===== config.mk =====
export PLATFORM = sky130hd
export DESIGN_NAME = sar_mux_ctrl
export DESIGN_NICKNAME = d
export VERILOG_FILES = /design/src/design/sar_ctrl_pkg.sv /design/src/design/sar_link_if.sv /design/src/design/sar_engine.sv /design/src/design/sar_mux_ctrl.sv
export SDC_FILE = /design/constraint.sdc
export NUM_CORES = 1
export LEC_CHECK = 0
export ABC_AREA = 1
export ABC_CLOCK_PERIOD_IN_PS = 2750
export BUFFER_PORTS_ARGS = -buffer_cell sky130_fd_sc_hd__buf_2
export CAP_MARGIN = 0
export CORE_MARGIN = 5
export CORE_UTILIZATION = 35
export CTS_CLUSTER_DIAMETER = 150
export DETAILED_ROUTE_END_ITERATION = 8
export GPL_TIMING_DRIVEN = 0
export REMOVE_ABC_BUFFERS = 1
export SETUP_SLACK_MARGIN = 0.4
export SLEW_MARGIN = 20
export SYNTH_ARGS = -nofsm -noshare
export SYNTH_HDL_FRONTEND = slang
export SYNTH_HIERARCHICAL = 1
export SYNTH_SLANG_ARGS = --single-unit

===== constraint.sdc =====
create_clock -name ref_clk_i -period 2.75 [get_ports ref_clk_i]
set_input_delay 0.55 -clock ref_clk_i [delete_from_list [all_inputs] [get_ports ref_clk_i]]
set_output_delay 0.55 -clock ref_clk_i [all_outputs]
set_load 0.01 [all_outputs]

===== src/design/sar_ctrl_pkg.sv =====
`default_nettype none
package sar_ctrl_pkg;
	localparam int unsigned ADDR_W = 8;
	localparam int unsigned DATA_W = 8;
	localparam int unsigned RES_W  = 8;
	localparam int unsigned MODE_W = 3;
	localparam int unsigned DIV_W  = 5;
	localparam int unsigned GAIN_W = 2;
	localparam int unsigned CHAN_W = 3;
	localparam int unsigned PAIR_N = 4;
	localparam int unsigned PER_W  = 6;

	// register byte addresses on the special-function bus
	localparam logic [ADDR_W-1:0] ADDR_PAIR_CFG = 8'hba;
	localparam logic [ADDR_W-1:0] ADDR_CHAN_SEL = 8'hbb;
	localparam logic [ADDR_W-1:0] ADDR_CONV_CFG = 8'hbc;
	localparam logic [ADDR_W-1:0] ADDR_RESULT   = 8'hbe;
	localparam logic [ADDR_W-1:0] ADDR_CTRL     = 8'he8;

	// field positions
	localparam int unsigned CTRL_EN_BIT   = 7;
	localparam int unsigned CTRL_TM_BIT   = 6;
	localparam int unsigned CTRL_FLAG_BIT = 5;
	localparam int unsigned CTRL_BUSY_BIT = 4;
	localparam int unsigned CTRL_MODE_LSB = 1;
	localparam int unsigned CFG_DIV_LSB   = 3;
	localparam int unsigned CFG_GAIN_LSB  = 0;

	// reset values
	localparam logic [PAIR_N-1:0] PAIR_RESET   = 4'h0;
	localparam logic [CHAN_W-1:0] CHAN_RESET   = 3'h0;
	localparam logic [DIV_W-1:0]  DIV_RESET    = 5'h1f;
	localparam logic [GAIN_W-1:0] GAIN_RESET   = 2'h0;
	localparam logic [MODE_W-1:0] MODE_RESET   = 3'h0;
	localparam logic [RES_W-1:0]  RESULT_RESET = 8'h00;
	localparam logic [RES_W-1:0]  TRIAL_FIRST  = 8'h80;

	// start sources; any code with the top bit set is the companion start
	localparam logic [MODE_W-1:0] MODE_SW  = 3'h0;
	localparam logic [MODE_W-1:0] MODE_T3  = 3'h1;
	localparam logic [MODE_W-1:0] MODE_EXT = 3'h2;
	localparam logic [MODE_W-1:0] MODE_T2  = 3'h3;

	// timing
	localparam longint unsigned SYS_CLK_HZ = 25_000_000;
	localparam longint unsigned SAR_MAX_HZ = 6_000_000;
	localparam logic [PER_W-1:0] SAR_MIN_PERIOD =
		PER_W'((SYS_CLK_HZ + SAR_MAX_HZ - 1) / SAR_MAX_HZ);
	localparam logic [1:0] LP_TRACK_TICKS = 2'h3;

	typedef enum logic [1:0] {
		ST_IDLE  = 2'b00,
		ST_TRACK = 2'b01,
		ST_CONV  = 2'b10
	} conv_state_t;
endpackage
`default_nettype wire


===== src/design/sar_link_if.sv =====
`timescale 1ns/1ps
`default_nettype none
interface sar_link_if;
	logic       tick;
	logic       start;
	logic       cmp;
	logic       busy;
	logic       done;
	logic [7:0] trial;
	logic [7:0] result;
	modport ctrl   (output tick, output start, output cmp,
			input busy, input done, input trial, input result);
	modport engine (input tick, input start, input cmp,
			output busy, output done, output trial, output result);
endinterface
`default_nettype wire


===== src/design/sar_engine.sv =====
`timescale 1ns/1ps
`default_nettype none
module sar_engine (
	input  wire logic   ref_clk_i,
	input  wire logic   rst_n_i,
	sar_link_if.engine  link
);
	import sar_ctrl_pkg::*;

	logic [2:0]       bit_q;
	logic [RES_W-1:0] trial_q;
	logic [RES_W-1:0] result_q;
	logic             busy_q;
	logic             done_q;

	// one decision per sar tick, msb first
	always_ff @(posedge ref_clk_i or negedge rst_n_i) begin
		if (!rst_n_i) begin
			bit_q    <= 3'h7;
			trial_q  <= RESULT_RESET;
			result_q <= RESULT_RESET;
			busy_q   <= 1'b0;
			done_q   <= 1'b0;
		end else begin
			done_q <= 1'b0;
			if (link.start && !busy_q) begin
				busy_q  <= 1'b1;
				trial_q <= TRIAL_FIRST;
				bit_q   <= 3'h7;
			end else if (busy_q && link.tick) begin
				trial_q[bit_q] <= link.cmp;
				if (bit_q == 3'h0) begin
					busy_q   <= 1'b0;
					done_q   <= 1'b1;
					result_q <= {trial_q[7:1], link.cmp};
				end else begin
					trial_q[3'(bit_q - 3'h1)] <= 1'b1;
					bit_q <= 3'(bit_q - 3'h1);
				end
			end
		end
	end

	assign link.busy   = busy_q;
	assign link.done   = done_q;
	assign link.trial  = trial_q;
	assign link.result = result_q;
endmodule
`default_nettype wire


===== src/design/sar_mux_ctrl.sv =====
`timescale 1ns/1ps
`default_nettype none
module sar_mux_ctrl (
	input  wire logic                             ref_clk_i,
	input  wire logic                             rst_n_i,
	input  wire logic [sar_ctrl_pkg::ADDR_W-1:0]  sfr_addr_i,
	input  wire logic                             sfr_wr_i,
	input  wire logic                             sfr_rd_i,
	input  wire logic [sar_ctrl_pkg::DATA_W-1:0]  sfr_wdata_i,
	output logic      [sar_ctrl_pkg::DATA_W-1:0]  sfr_rdata_o,
	input  wire logic                             timer3_ovf_i,
	input  wire logic                             timer2_ovf_i,
	input  wire logic                             external_convert_start_i,
	input  wire logic                             companion_busy_wr_i,
	input  wire logic                             chip_standby_i,
	input  wire logic                             irq_enable_i,
	input  wire logic                             comparator_i,
	output logic      [sar_ctrl_pkg::RES_W-1:0]   dac_code_o,
	output logic      [sar_ctrl_pkg::CHAN_W-1:0]  mux_pos_o,
	output logic      [sar_ctrl_pkg::CHAN_W-1:0]  mux_neg_o,
	output logic                                  mux_diff_o,
	output logic      [sar_ctrl_pkg::GAIN_W-1:0]  gain_field_o,
	output logic                                  track_o,
	output logic                                  convert_o,
	output logic                                  enable_o,
	output logic                                  conv_irq_o
);
	import sar_ctrl_pkg::*;

	logic [1:0]        rst_sync_q;
	logic              sys_rst_n;
	logic [1:0]        ext_sync_q;
	logic              ext_last_q;
	logic [1:0]        cmp_sync_q;
	logic [PAIR_N-1:0] pair_q;
	logic [CHAN_W-1:0] chan_q;
	logic [DIV_W-1:0]  div_q;
	logic [GAIN_W-1:0] gain_q;
	logic              en_q;
	logic              tm_q;
	logic              flag_q;
	logic [MODE_W-1:0] mode_q;
	logic [RES_W-1:0]  result_q;
	logic [DATA_W-1:0] rdata_q;
	conv_state_t       state_q;
	logic [PER_W-1:0]  div_cnt_q;
	logic [1:0]        trk_q;
	logic [PER_W-1:0]  period;
	logic              tick;
	logic              ctrl_wr;
	logic              sw_start;
	logic              ext_rise;
	logic              trig;
	logic              start_ev;
	logic              direct;
	logic              busy;
	logic              diff_sel;
	logic              trk_done;

	sar_link_if link ();

	sar_engine u_engine (
		.ref_clk_i (ref_clk_i),
		.rst_n_i   (sys_rst_n),
		.link      (link.engine)
	);

	// reset asserts at once, releases two edges later
	always_ff @(posedge ref_clk_i or negedge rst_n_i) begin
		if (!rst_n_i) begin
			rst_sync_q <= 2'h0;
		end else begin
			rst_sync_q <= {rst_sync_q[0], 1'b1};
		end
	end
	assign sys_rst_n = rst_sync_q[1];

	// pin and comparator come from outside the clock domain
	always_ff @(posedge ref_clk_i or negedge sys_rst_n) begin
		if (!sys_rst_n) begin
			ext_sync_q <= 2'h3;
			ext_last_q <= 1'b1;
			cmp_sync_q <= 2'h0;
		end else begin
			ext_sync_q <= {ext_sync_q[0], external_convert_start_i};
			ext_last_q <= ext_sync_q[1];
			cmp_sync_q <= {cmp_sync_q[0], comparator_i};
		end
	end
	assign ext_rise = ext_sync_q[1] && !ext_last_q;
	assign link.cmp = cmp_sync_q[1];

	assign ctrl_wr = sfr_wr_i && (sfr_addr_i == ADDR_CTRL);

	// configuration registers
	always_ff @(posedge ref_clk_i or negedge sys_rst_n) begin
		if (!sys_rst_n) begin
			pair_q <= PAIR_RESET;
			chan_q <= CHAN_RESET;
			div_q  <= DIV_RESET;
			gain_q <= GAIN_RESET;
		end else if (sfr_wr_i) begin
			case (sfr_addr_i)
				ADDR_PAIR_CFG: pair_q <= sfr_wdata_i[PAIR_N-1:0];
				ADDR_CHAN_SEL: chan_q <= sfr_wdata_i[CHAN_W-1:0];
				ADDR_CONV_CFG: begin
					div_q  <= sfr_wdata_i[CFG_DIV_LSB +: DIV_W];
					gain_q <= sfr_wdata_i[CFG_GAIN_LSB +: GAIN_W];
				end
				default: ;
			endcase
		end
	end

	// control register fields other than busy and flag
	always_ff @(posedge ref_clk_i or negedge sys_rst_n) begin
		if (!sys_rst_n) begin
			en_q   <= 1'b0;
			tm_q   <= 1'b0;
			mode_q <= MODE_RESET;
		end else if (ctrl_wr) begin
			en_q   <= sfr_wdata_i[CTRL_EN_BIT];
			tm_q   <= sfr_wdata_i[CTRL_TM_BIT];
			mode_q <= sfr_wdata_i[CTRL_MODE_LSB +: MODE_W];
		end
	end

	// completion flag: set beats a same-cycle software clear
	always_ff @(posedge ref_clk_i or negedge sys_rst_n) begin
		if (!sys_rst_n) begin
			flag_q <= 1'b0;
		end else if (link.done) begin
			flag_q <= 1'b1;
		end else if (ctrl_wr) begin
			flag_q <= sfr_wdata_i[CTRL_FLAG_BIT];
		end
	end
	assign conv_irq_o = flag_q && irq_enable_i;

	// start source selection
	assign sw_start = ctrl_wr && sfr_wdata_i[CTRL_BUSY_BIT]
		&& (sfr_wdata_i[CTRL_MODE_LSB +: MODE_W] == MODE_SW);
	always_comb begin
		trig = sw_start;
		case (mode_q)
			MODE_SW:  trig = sw_start;
			MODE_T3:  trig = timer3_ovf_i;
			MODE_EXT: trig = ext_rise;
			MODE_T2:  trig = timer2_ovf_i;
			default:  trig = companion_busy_wr_i;
		endcase
	end
	// starts while busy are dropped; the block is not queued
	// a busy write that also picks mode 000 starts at once, whatever mode stood before
	assign start_ev = en_q && (trig || sw_start) && (state_q == ST_IDLE);
	assign direct = !tm_q || (mode_q == MODE_EXT);
	assign busy = (state_q != ST_IDLE);

	// sar clock: divider floored so the sar clock never passes its maximum
	assign period = (PER_W'(div_q) + PER_W'(1) < SAR_MIN_PERIOD) ? SAR_MIN_PERIOD
		: PER_W'(div_q) + PER_W'(1);
	assign tick = busy && (div_cnt_q == PER_W'(period - PER_W'(1)));
	always_ff @(posedge ref_clk_i or negedge sys_rst_n) begin
		if (!sys_rst_n) begin
			div_cnt_q <= '0;
		end else if (!busy || tick) begin
			div_cnt_q <= '0; // restart keeps comparator settle time full
		end else begin
			div_cnt_q <= PER_W'(div_cnt_q + PER_W'(1));
		end
	end
	assign link.tick = tick;

	assign trk_done = (state_q == ST_TRACK) && tick
		&& (trk_q == 2'(LP_TRACK_TICKS - 2'h1));
	assign link.start = (start_ev && direct) || trk_done;

	// sequencing: idle, low-power track window, conversion
	always_ff @(posedge ref_clk_i or negedge sys_rst_n) begin
		if (!sys_rst_n) begin
			state_q <= ST_IDLE;
			trk_q   <= 2'h0;
		end else begin
			case (state_q)
				ST_IDLE: begin
					trk_q <= 2'h0;
					if (start_ev) begin
						state_q <= direct ? ST_CONV : ST_TRACK;
					end
				end
				ST_TRACK: begin
					if (trk_done) begin
						state_q <= ST_CONV;
					end else if (tick) begin
						trk_q <= 2'(trk_q + 2'h1);
					end
				end
				ST_CONV: begin
					if (link.done) begin
						state_q <= ST_IDLE;
					end
				end
				default: state_q <= ST_IDLE;
			endcase
		end
	end

	// even address of a differential pair selects the pair
	assign diff_sel = pair_q[chan_q[2:1]] && !chan_q[0];
	assign mux_pos_o = chan_q;
	assign mux_neg_o = diff_sel ? {chan_q[2:1], 1'b1} : chan_q;
	assign mux_diff_o = diff_sel;
	assign gain_field_o = gain_q;
	assign dac_code_o = link.trial;
	assign convert_o = (state_q == ST_CONV);
	assign enable_o = en_q;

	// standby stops tracking regardless of mode
	always_comb begin
		track_o = 1'b0;
		if (en_q && !chip_standby_i) begin
			if (!tm_q) begin
				track_o = !busy;
			end else begin
				track_o = (state_q == ST_TRACK)
					|| ((mode_q == MODE_EXT) && !busy && !ext_sync_q[1]);
			end
		end
	end

	// result: offset-binary sar code turned to two's complement when differential
	always_ff @(posedge ref_clk_i or negedge sys_rst_n) begin
		if (!sys_rst_n) begin
			result_q <= RESULT_RESET;
		end else if (link.done) begin
			result_q <= diff_sel ? {!link.result[7], link.result[6:0]}
				: link.result;
		end
	end

	// read data registered; unmapped addresses read zero
	always_ff @(posedge ref_clk_i or negedge sys_rst_n) begin
		if (!sys_rst_n) begin
			rdata_q <= 8'h00;
		end else if (sfr_rd_i) begin
			case (sfr_addr_i)
				ADDR_PAIR_CFG: rdata_q <= {4'h0, pair_q};
				ADDR_CHAN_SEL: rdata_q <= {5'h00, chan_q};
				ADDR_CONV_CFG: rdata_q <= {div_q, 1'b0, gain_q};
				ADDR_CTRL:     rdata_q <= {en_q, tm_q, flag_q, busy, mode_q, 1'b0};
				ADDR_RESULT:   rdata_q <= result_q;
				default:       rdata_q <= 8'h00;
			endcase
		end
	end
	assign sfr_rdata_o = rdata_q;
endmodule
`default_nettype wire


After elaboration in Yosys (flattened, before gate mapping)
Cells that the tools add are included.
{ "op_classes": {"n_shift": 0, "mux": 37, "n_eq_ne": 18, "div": 0, "n_lt_le_gt_ge": 6, "n_bitwise": 2, "reduce_logical": 49, "addsub": 5, "n_mul": 0} }
{ "ops": {"columns": ["op", "count"], "rows": [
  ["equality test 8 bit, second input constant", 5],
  ["one-hot mux 8 bit (5 select lines)", 1],
  ["two-way mux 8 bit", 4],
  ["logical AND 1 bit", 19],
  ["two-way mux 1 bit", 14],
  ["two-way mux 2 bit", 6],
  ["two-way mux 6 bit", 2],
  ["AND reduction 2 bit", 5],
  ["nonzero test 2 bit", 5],
  ["zero test 3 bit", 3],
  ["two-way mux 3 bit", 3],
  ["AND reduction 3 bit", 3],
  ["bitwise mux 8 bit", 1],
  ["zero test 1 bit", 8],
  ["< comparator 3 x 4 -> 1 bit, second input constant", 2],
  ["inequality test 2 bit, second input constant", 4],
  ["OR 8 bit", 1],
  ["adder 5 x 1 -> 6 bit, second input constant", 1],
  ["adder 6 x 1 -> 6 bit, second input constant", 1],
  ["demux 1 bit (select 3 bit)", 2],
  ["equality test 3 x 2 -> 1 bit, second input constant", 2],
  ["equality test 6 bit", 1],
  [">= comparator 3 x 1 -> 1 bit, second input constant", 2],
  ["< comparator 6 x 3 -> 1 bit, second input constant", 1],
  ["15 further kinds", 21]
]} }
{ "word_totals": {"out_inout_bits": 29, "latch_bits": 0, "register_bits": 74, "mem_count": 0, "ram_bits": 0, "romBits": 0, "elab_cells": 139} }

Logic depth before layout (Yosys ltp)
{ "depth": {"word_depth": 13, "mapped_depth": 25, "depth_no_buf": 25} }

By module
Netlist, hierarchy kept.
{ "by_module_without_submodules": {"columns": ["mod", "cells_each", "seq_area_each_um2", "area_per_inst_um2", "n_inst"], "rows": [
  ["sar_mux_ctrl", 363, 1336.3, 2822.7, 1],
  ["sar_engine", 157, 529.3, 1203.7, 1]
]} }

Worst setup path after synthesis
Ideal clock, no wire load.
{ "synth_path": {"path_kind": "flip-flop to flip-flop", "start": "register div_q[1]", "end": "register u_engine.trial_q[1] (netlist: u_engine/link.trial[1])", "stages_incl_launch_ff": 24, "n_path_buf": 0, "arrival_ns": 2.811, "setup_time_ns": 0.125, "path_slack_ns": -0.186, "cell_sequence": "dfstp_2 > ha_1 > nand3_1 > nand2_1 > nand2_2 > clkinv_2 > nand3_4 > nand2_1 > inv_1 > ha_1 > xor2_1 > nand2_1 > nor2_2 > inv_1 > nor2_2 > nand2_4 > nor2_4 > nand2_1 > nand2_1 > inv_1 > nor2_1 > nor2_4 > nand2_1 > nand3_1"} }
{ "synth_between": {"elab_chain_len": 11, "elab_cells_between_ends": 13, "classes_between": "add/sub: 2; order compare: 1; eq/ne: 1; mux: 2; reduce/logical: 7"} }
{ "synth_rtl": {"columns": ["item", "line", "source"], "rows": [
  ["start, declared", "sar_mux_ctrl.sv:37", "logic [DIV_W-1:0] div_q;"],
  ["start signal, assigned", "sar_mux_ctrl.sv:107", "div_q <= sfr_wdata_i[CFG_DIV_LSB +: DIV_W];"],
  ["adder 5 x 1 -> 6 bit (*)", "sar_mux_ctrl.sv:160, sar_mux_ctrl.sv:161", null],
  ["< comparator 6 x 3 -> 1 bit", "sar_mux_ctrl.sv:160", "assign period = (PER_W'(div_q) + PER_W'(1) < SAR_MIN_PERIOD) ? SAR_MIN_PERIOD"],
  ["two-way mux 6 bit (*)", "sar_mux_ctrl.sv:160", null],
  ["subtractor 6 x 1 -> 6 bit (*)", "sar_mux_ctrl.sv:162", "assign tick = busy && (div_cnt_q == PER_W'(period - PER_W'(1)));"],
  ["equality test 6 bit (*)", "sar_mux_ctrl.sv:162", null],
  ["logical AND 1 bit (*)", "sar_mux_ctrl.sv:162", null],
  ["logical AND 1 bit (*)", "sar_mux_ctrl.sv:174", "assign trk_done = (state_q == ST_TRACK) && tick"],
  ["logical AND 1 bit (*)", "sar_mux_ctrl.sv:175", "&& (trk_q == 2'(LP_TRACK_TICKS - 2'h1));"],
  ["logical OR 1 bit (*)", "sar_mux_ctrl.sv:176", "assign link.start = (start_ev && direct) || trk_done;"],
  ["via link.start", "sar_link_if.sv:5", "logic start;"],
  ["logical AND 1 bit (*)", "sar_engine.sv:26", "if (link.start && !busy_q) begin"],
  ["two-way mux 8 bit or nonzero test 2 bit (tied branches)", null, null],
  ["end signal, assigned by index", "sar_engine.sv:31", "trial_q[bit_q] <= link.cmp;"],
  ["end, declared", "sar_engine.sv:11", "logic [RES_W-1:0] trial_q;"]
]} }
The timed path passes the listed nets; every way through them passes the cells marked *.
A chain may end at the register's enable or synchronous reset.

Worst setup path in the final report
{ "layout_path": {"start": "register div_q[0]", "end": "register u_engine.bit_q[1]"} }
{ "layout_between": {"elab_chain_len": 12, "elab_cells_between_ends": 15, "classes_between": "add/sub: 2; order compare: 1; eq/ne: 2; mux: 2; reduce/logical: 8"} }
{ "layout_rtl": {"columns": ["item", "line", "source"], "rows": [
  ["adder 5 x 1 -> 6 bit (*)", "sar_mux_ctrl.sv:160, sar_mux_ctrl.sv:161", null],
  ["< comparator 6 x 3 -> 1 bit", "sar_mux_ctrl.sv:160", null],
  ["two-way mux 6 bit (*)", "sar_mux_ctrl.sv:160", null],
  ["subtractor 6 x 1 -> 6 bit (*)", "sar_mux_ctrl.sv:162", null],
  ["equality test 6 bit (*)", "sar_mux_ctrl.sv:162", null],
  ["logical AND 1 bit (*)", "sar_mux_ctrl.sv:162", null],
  ["logical AND 1 bit (*)", "sar_mux_ctrl.sv:174", null],
  ["logical AND 1 bit (*)", "sar_mux_ctrl.sv:175", null],
  ["logical OR 1 bit (*)", "sar_mux_ctrl.sv:176", null],
  ["via link.start", "sar_link_if.sv:5", null],
  ["logical AND 1 bit (*)", "sar_engine.sv:26", null],
  ["inequality test 2 x 1 -> 1 bit (no line) or nonzero test 2 bit (tied branches)", null, null],
  ["AND reduction 2 bit (no line)", null, null],
  ["end signal, assigned", "sar_engine.sv:38", "bit_q <= 3'(bit_q - 3'h1);"],
  ["end, declared", "sar_engine.sv:10", "logic [2:0] bit_q;"]
]} }
Marks and branches as above.

==> key figures <==
Power
  – Leakage power: ~2.6 nW
  – Design internal power: 2.67 mW
  – Power Dens Cells: 779 nW/µm²
  – Clock share of power: 0.307
  – Net Sw Frac: 0.351
  – Total power draw: 4.11 mW
  – Comb power frac: 0.331
  – Switching power: ~1.4 mW
  – Reg power frac: 0.361
  – Max VDD drop: between 400 and 500 µV

Floorplanning
  – Core area: ~11,000 µm²
  – Std-Cell Rows: 39
  – Total die area: about 14,000 µm²
  – Top-Level Pins: between 50 and 60
  – Die extent in x: 117 µm
  – Height of the chip: between 100 and 150 µm
  – Initial Util: 0.354

Critical path
  – Bufs and invs on worst path: 5
  – Flop2flop setup slack: -0.17 ns
  – Cell repeated most along the worst path: nand2_2
  – R2R Path Start: div_q[0]
  – WP data required: about 3 ns
  – Critical path launch point: div_q[0]
  – CP endpoint: u_engine/bit_q[1]
  – Crit start category: register
  – Worst path top cell family by delay: simple AND/OR/NAND/NOR gates
  – Crit-path max cell delay: roughly 0.58 ns
  – WP depth: 23
  – Endpoint class of the critical path: register
  – Crit path arrival time: between 3 and 4 ns
  – Crit path kind: reg2reg
  – Worst-path maximum fanout: 5
  – Slowest cell on the critical path: dfstp_2
  – Worst reg2reg endpoint: u_engine/bit_q[1]
  – Cells along the critical path: ha_4, nand3_2, nand2_2, nand2_4, inv_4, nand3_4, nand2_2, inv_2, ha_4, xor2_1, nand2_1, nor2_2, inv_1, nor2_2, nand2_4, nor2_4, nand2_2, nand2_2, inv_2, nor2_4, buf_4, a21oi_2, o21ai_1
  – FF-to-FF path depth: 23

Synth
  – Top FF cell, synth: dfrtp_1
  – Synthesized area: just over 4000 µm²
  – Syn Area/Cell: approximately 7.7 µm²
  – Synth Instances: 520
  – Synth warn: 6
  – Post-synthesis register bit count: 74
  – Count of cell types in the netlist: 41
  – Async SR Flop Fraction: 1.00
  – EDFF count, synth: 0
  – Sequential share of the synthesized area: 0.463

Route
  – Wirelength per Cell: 13.4 µm
  – Post-DRT Antenna Nets: 0
  – Total Wirelength: 10,100 µm
  – Pre-antenna DRT Iters: 4
  – Residual DRC count: 0
  – Iter 0 DRT Violations: between 200 and 250
  – DR vias: roughly 3,600
  – Vias per inst: ~4.8

Layout
  – Synthesis-to-layout area growth: 31.0%
  – Area of the multi-input gates: between 2000 and 2500 µm²
  – Layout net count: between 600 and 700
  – Reg area: approximately 1900 µm²
  – Final Cell Area: between 5000 and 6000 µm²
  – Most common cell after layout, fill and taps aside: nand2_1
  – Antenna diode count: 0
  – Share of layout cells above drive strength 1: 0.304
  – Fillcell total: between 1,000 and 1,500
  – Commonest non-fill, non-tap cells in the layout: nand2_1 (126), inv_1 (71), dfrtp_1 (62), buf_2 (55), o21ai_0 (37)

Timing
  – Slew Limit Headroom: 0.503
  – Final Max Slew Viols: 0
  – Count of final hold-check violations: 0
  – Hold WS: between 0.2 and 0.3 ns
  – Final Critical Period: just under 3 ns
  – Worst Max-Slew Pin Slew: around 0.74 ns
  – Fmax: 343 MHz
  – Post-route setup slack: -0.167 ns
  – RSZ-0062 raised after global routing: yes
  – Final period util: 1.06
  – Final setup viols: 23
  – Worst clock skew: approximately 0.0065 ns

Global routing
  – Gr usage total: 0.153
  – Antenna violations before repair: 0
  – Largest net degree at the start of global routing: 44
  – Vias in the first global route: between 3,000 and 4,000
  – Global-route wire length before repair: between 15,000 and 20,000 µm
  – Total gr overflow: 0

Clocking
  – Total clock sinks: 74
  – Root Buffer: clkbuf_16
  – Clk slew on worst S/H paths: around 0.060 ns
  – Worst-skew pair later-pin latency: about 0.33 ns
  – Cts bufs inserted: 9
  – H-tree depth: 3
  – TritonCTS clock tree: built
  – CTS Buffer Depth: 2

Placement
  – Cell area after placement: approximately 4400 µm²
  – Pre-CTS WS: -0.670 ns
  – Buffers on Ports: 55
  – Dpl hpwl: 7230 µm
  – RD Place Congestion: around 0.86

Min path
  – Hold Path Class: reg2async

Outcome
  – Failing checks: negative setup slack
  – Outcome: complete, but fails checks

Job
  – Max_cap viols: 0
cells by family (layout without fill, tap and decap cells):
family,after synthesis,after routing,share of synthesized area
buf+inv,96,185,0.101
other cells,1,1,0.000931
flops,74,74,0.463
compound gates,84,84,0.122
simple gates,252,254,0.278
xor+xnor,7,7,0.0152
fa+ha+maj,6,6,0.0186
registers in the layout (all words and copies together), names as in the netlist, 3 cells and up:
name                  cells
div_q                     5
u_engine/bit_q            3
u_engine/link.trial       8
mode_q                    3
div_cnt_q                 6
result_q                  8
u_engine/link.result      8
pair_q                    4
mux_pos_o                 3
sfr_rdata_o               8
metal layers:
metal	global-route usage	part of all wire	vias to the layer above
li1	-	-	1828
met1	0.196	0.45	1732
met2	0.263	0.50	74
met3	0.0329	0.047	9
met4	0.0405	0.011	0
met5	0	0	-
power by group through the flow:
stage	Combinational [mW]	Clock [mW]	Sequential, mW
6_report	1.36	1.26	1.49
5_1_grt	1.54	1.34	1.52
4_1_cts	1.23	1.29	1.48
3_5_place_dp	1.10	0	1.49
3_3_place_gp	1.06	0	1.50
2_1_floorplan	0.790	0	1.49
stage by stage:
stage | TNS, ns | util | cells
4_1_cts | -2.59 | 0.442 | 744
6_report | -2.99 | 0.464 | 754
5_1_grt | -6.45 | 0.464 | 754
3_5_place_dp | -12.72 | 0.389 | 707
3_3_place_gp | -27.83 | 0.387 | 706
2_1_floorplan | -4.04 | - | 508
cell usage after synthesis, types with 6 or more instances:
master   number  area (µm²)
nor2_1       44         165
nand3_1      38         190
nand2_1     138         518
nor3_1        6        30.0
nand2_2       6        37.5
ha_1          6        75.1
nand4_1       7        43.8
inv_1        75         282
o21ai_0      41         205
dfstp_2      11         289
dfrtp_1      63        1580
a21oi_1      16        80.1
o22ai_1       6        37.5
o21ai_2       8        70.1
worst reg2reg max path, delay by kind of cell, from the launching register on:
family / cells / cell delay [ns]
buffers and inverters: 5 / 0.37
XOR/XNOR: 1 / 0.14
AND/OR/NAND/NOR: 13 / 1.22
flip-flops: 1 / 0.58
AO/OA/AOI/OAI: 2 / 0.12
adder cells (fa/ha/maj): 2 / 0.42
area by class of cell:
class,count,area share
tap,143,0.0339
clock inverter,5,0.0149
inverter,84,0.0631
multi-input combinational,352,0.380
timing repair buffer,85,0.107
sequential,74,0.354
clock buffer,11,0.0460
timing repair:
item	CTS	global route
gates cloned	1	1
pin swaps	23	27
gates resized for setup	27	45
setup buffers	19	9
endpoints found under the hold margin	2	0
endpoints found under the setup margin	32	32
hold buffers	1	0
how the worst min path moves through the flow:
stage	from	cells past startpoint	to
finish	rst_sync_q[1]	0	cmp_sync_q[0]
detailed placement	rst_sync_q[1]	0	cmp_sync_q[0]
global placement	rst_n_i	1	rst_sync_q[0]
CTS	rst_sync_q[1]	0	u_engine/link.trial[2]
floorplan	rst_n_i	0	rst_sync_q[0]
global route	external_convert_start_i	1	ext_sync_q[0]
No activity file was read; power rests on OpenSTA's default activity.
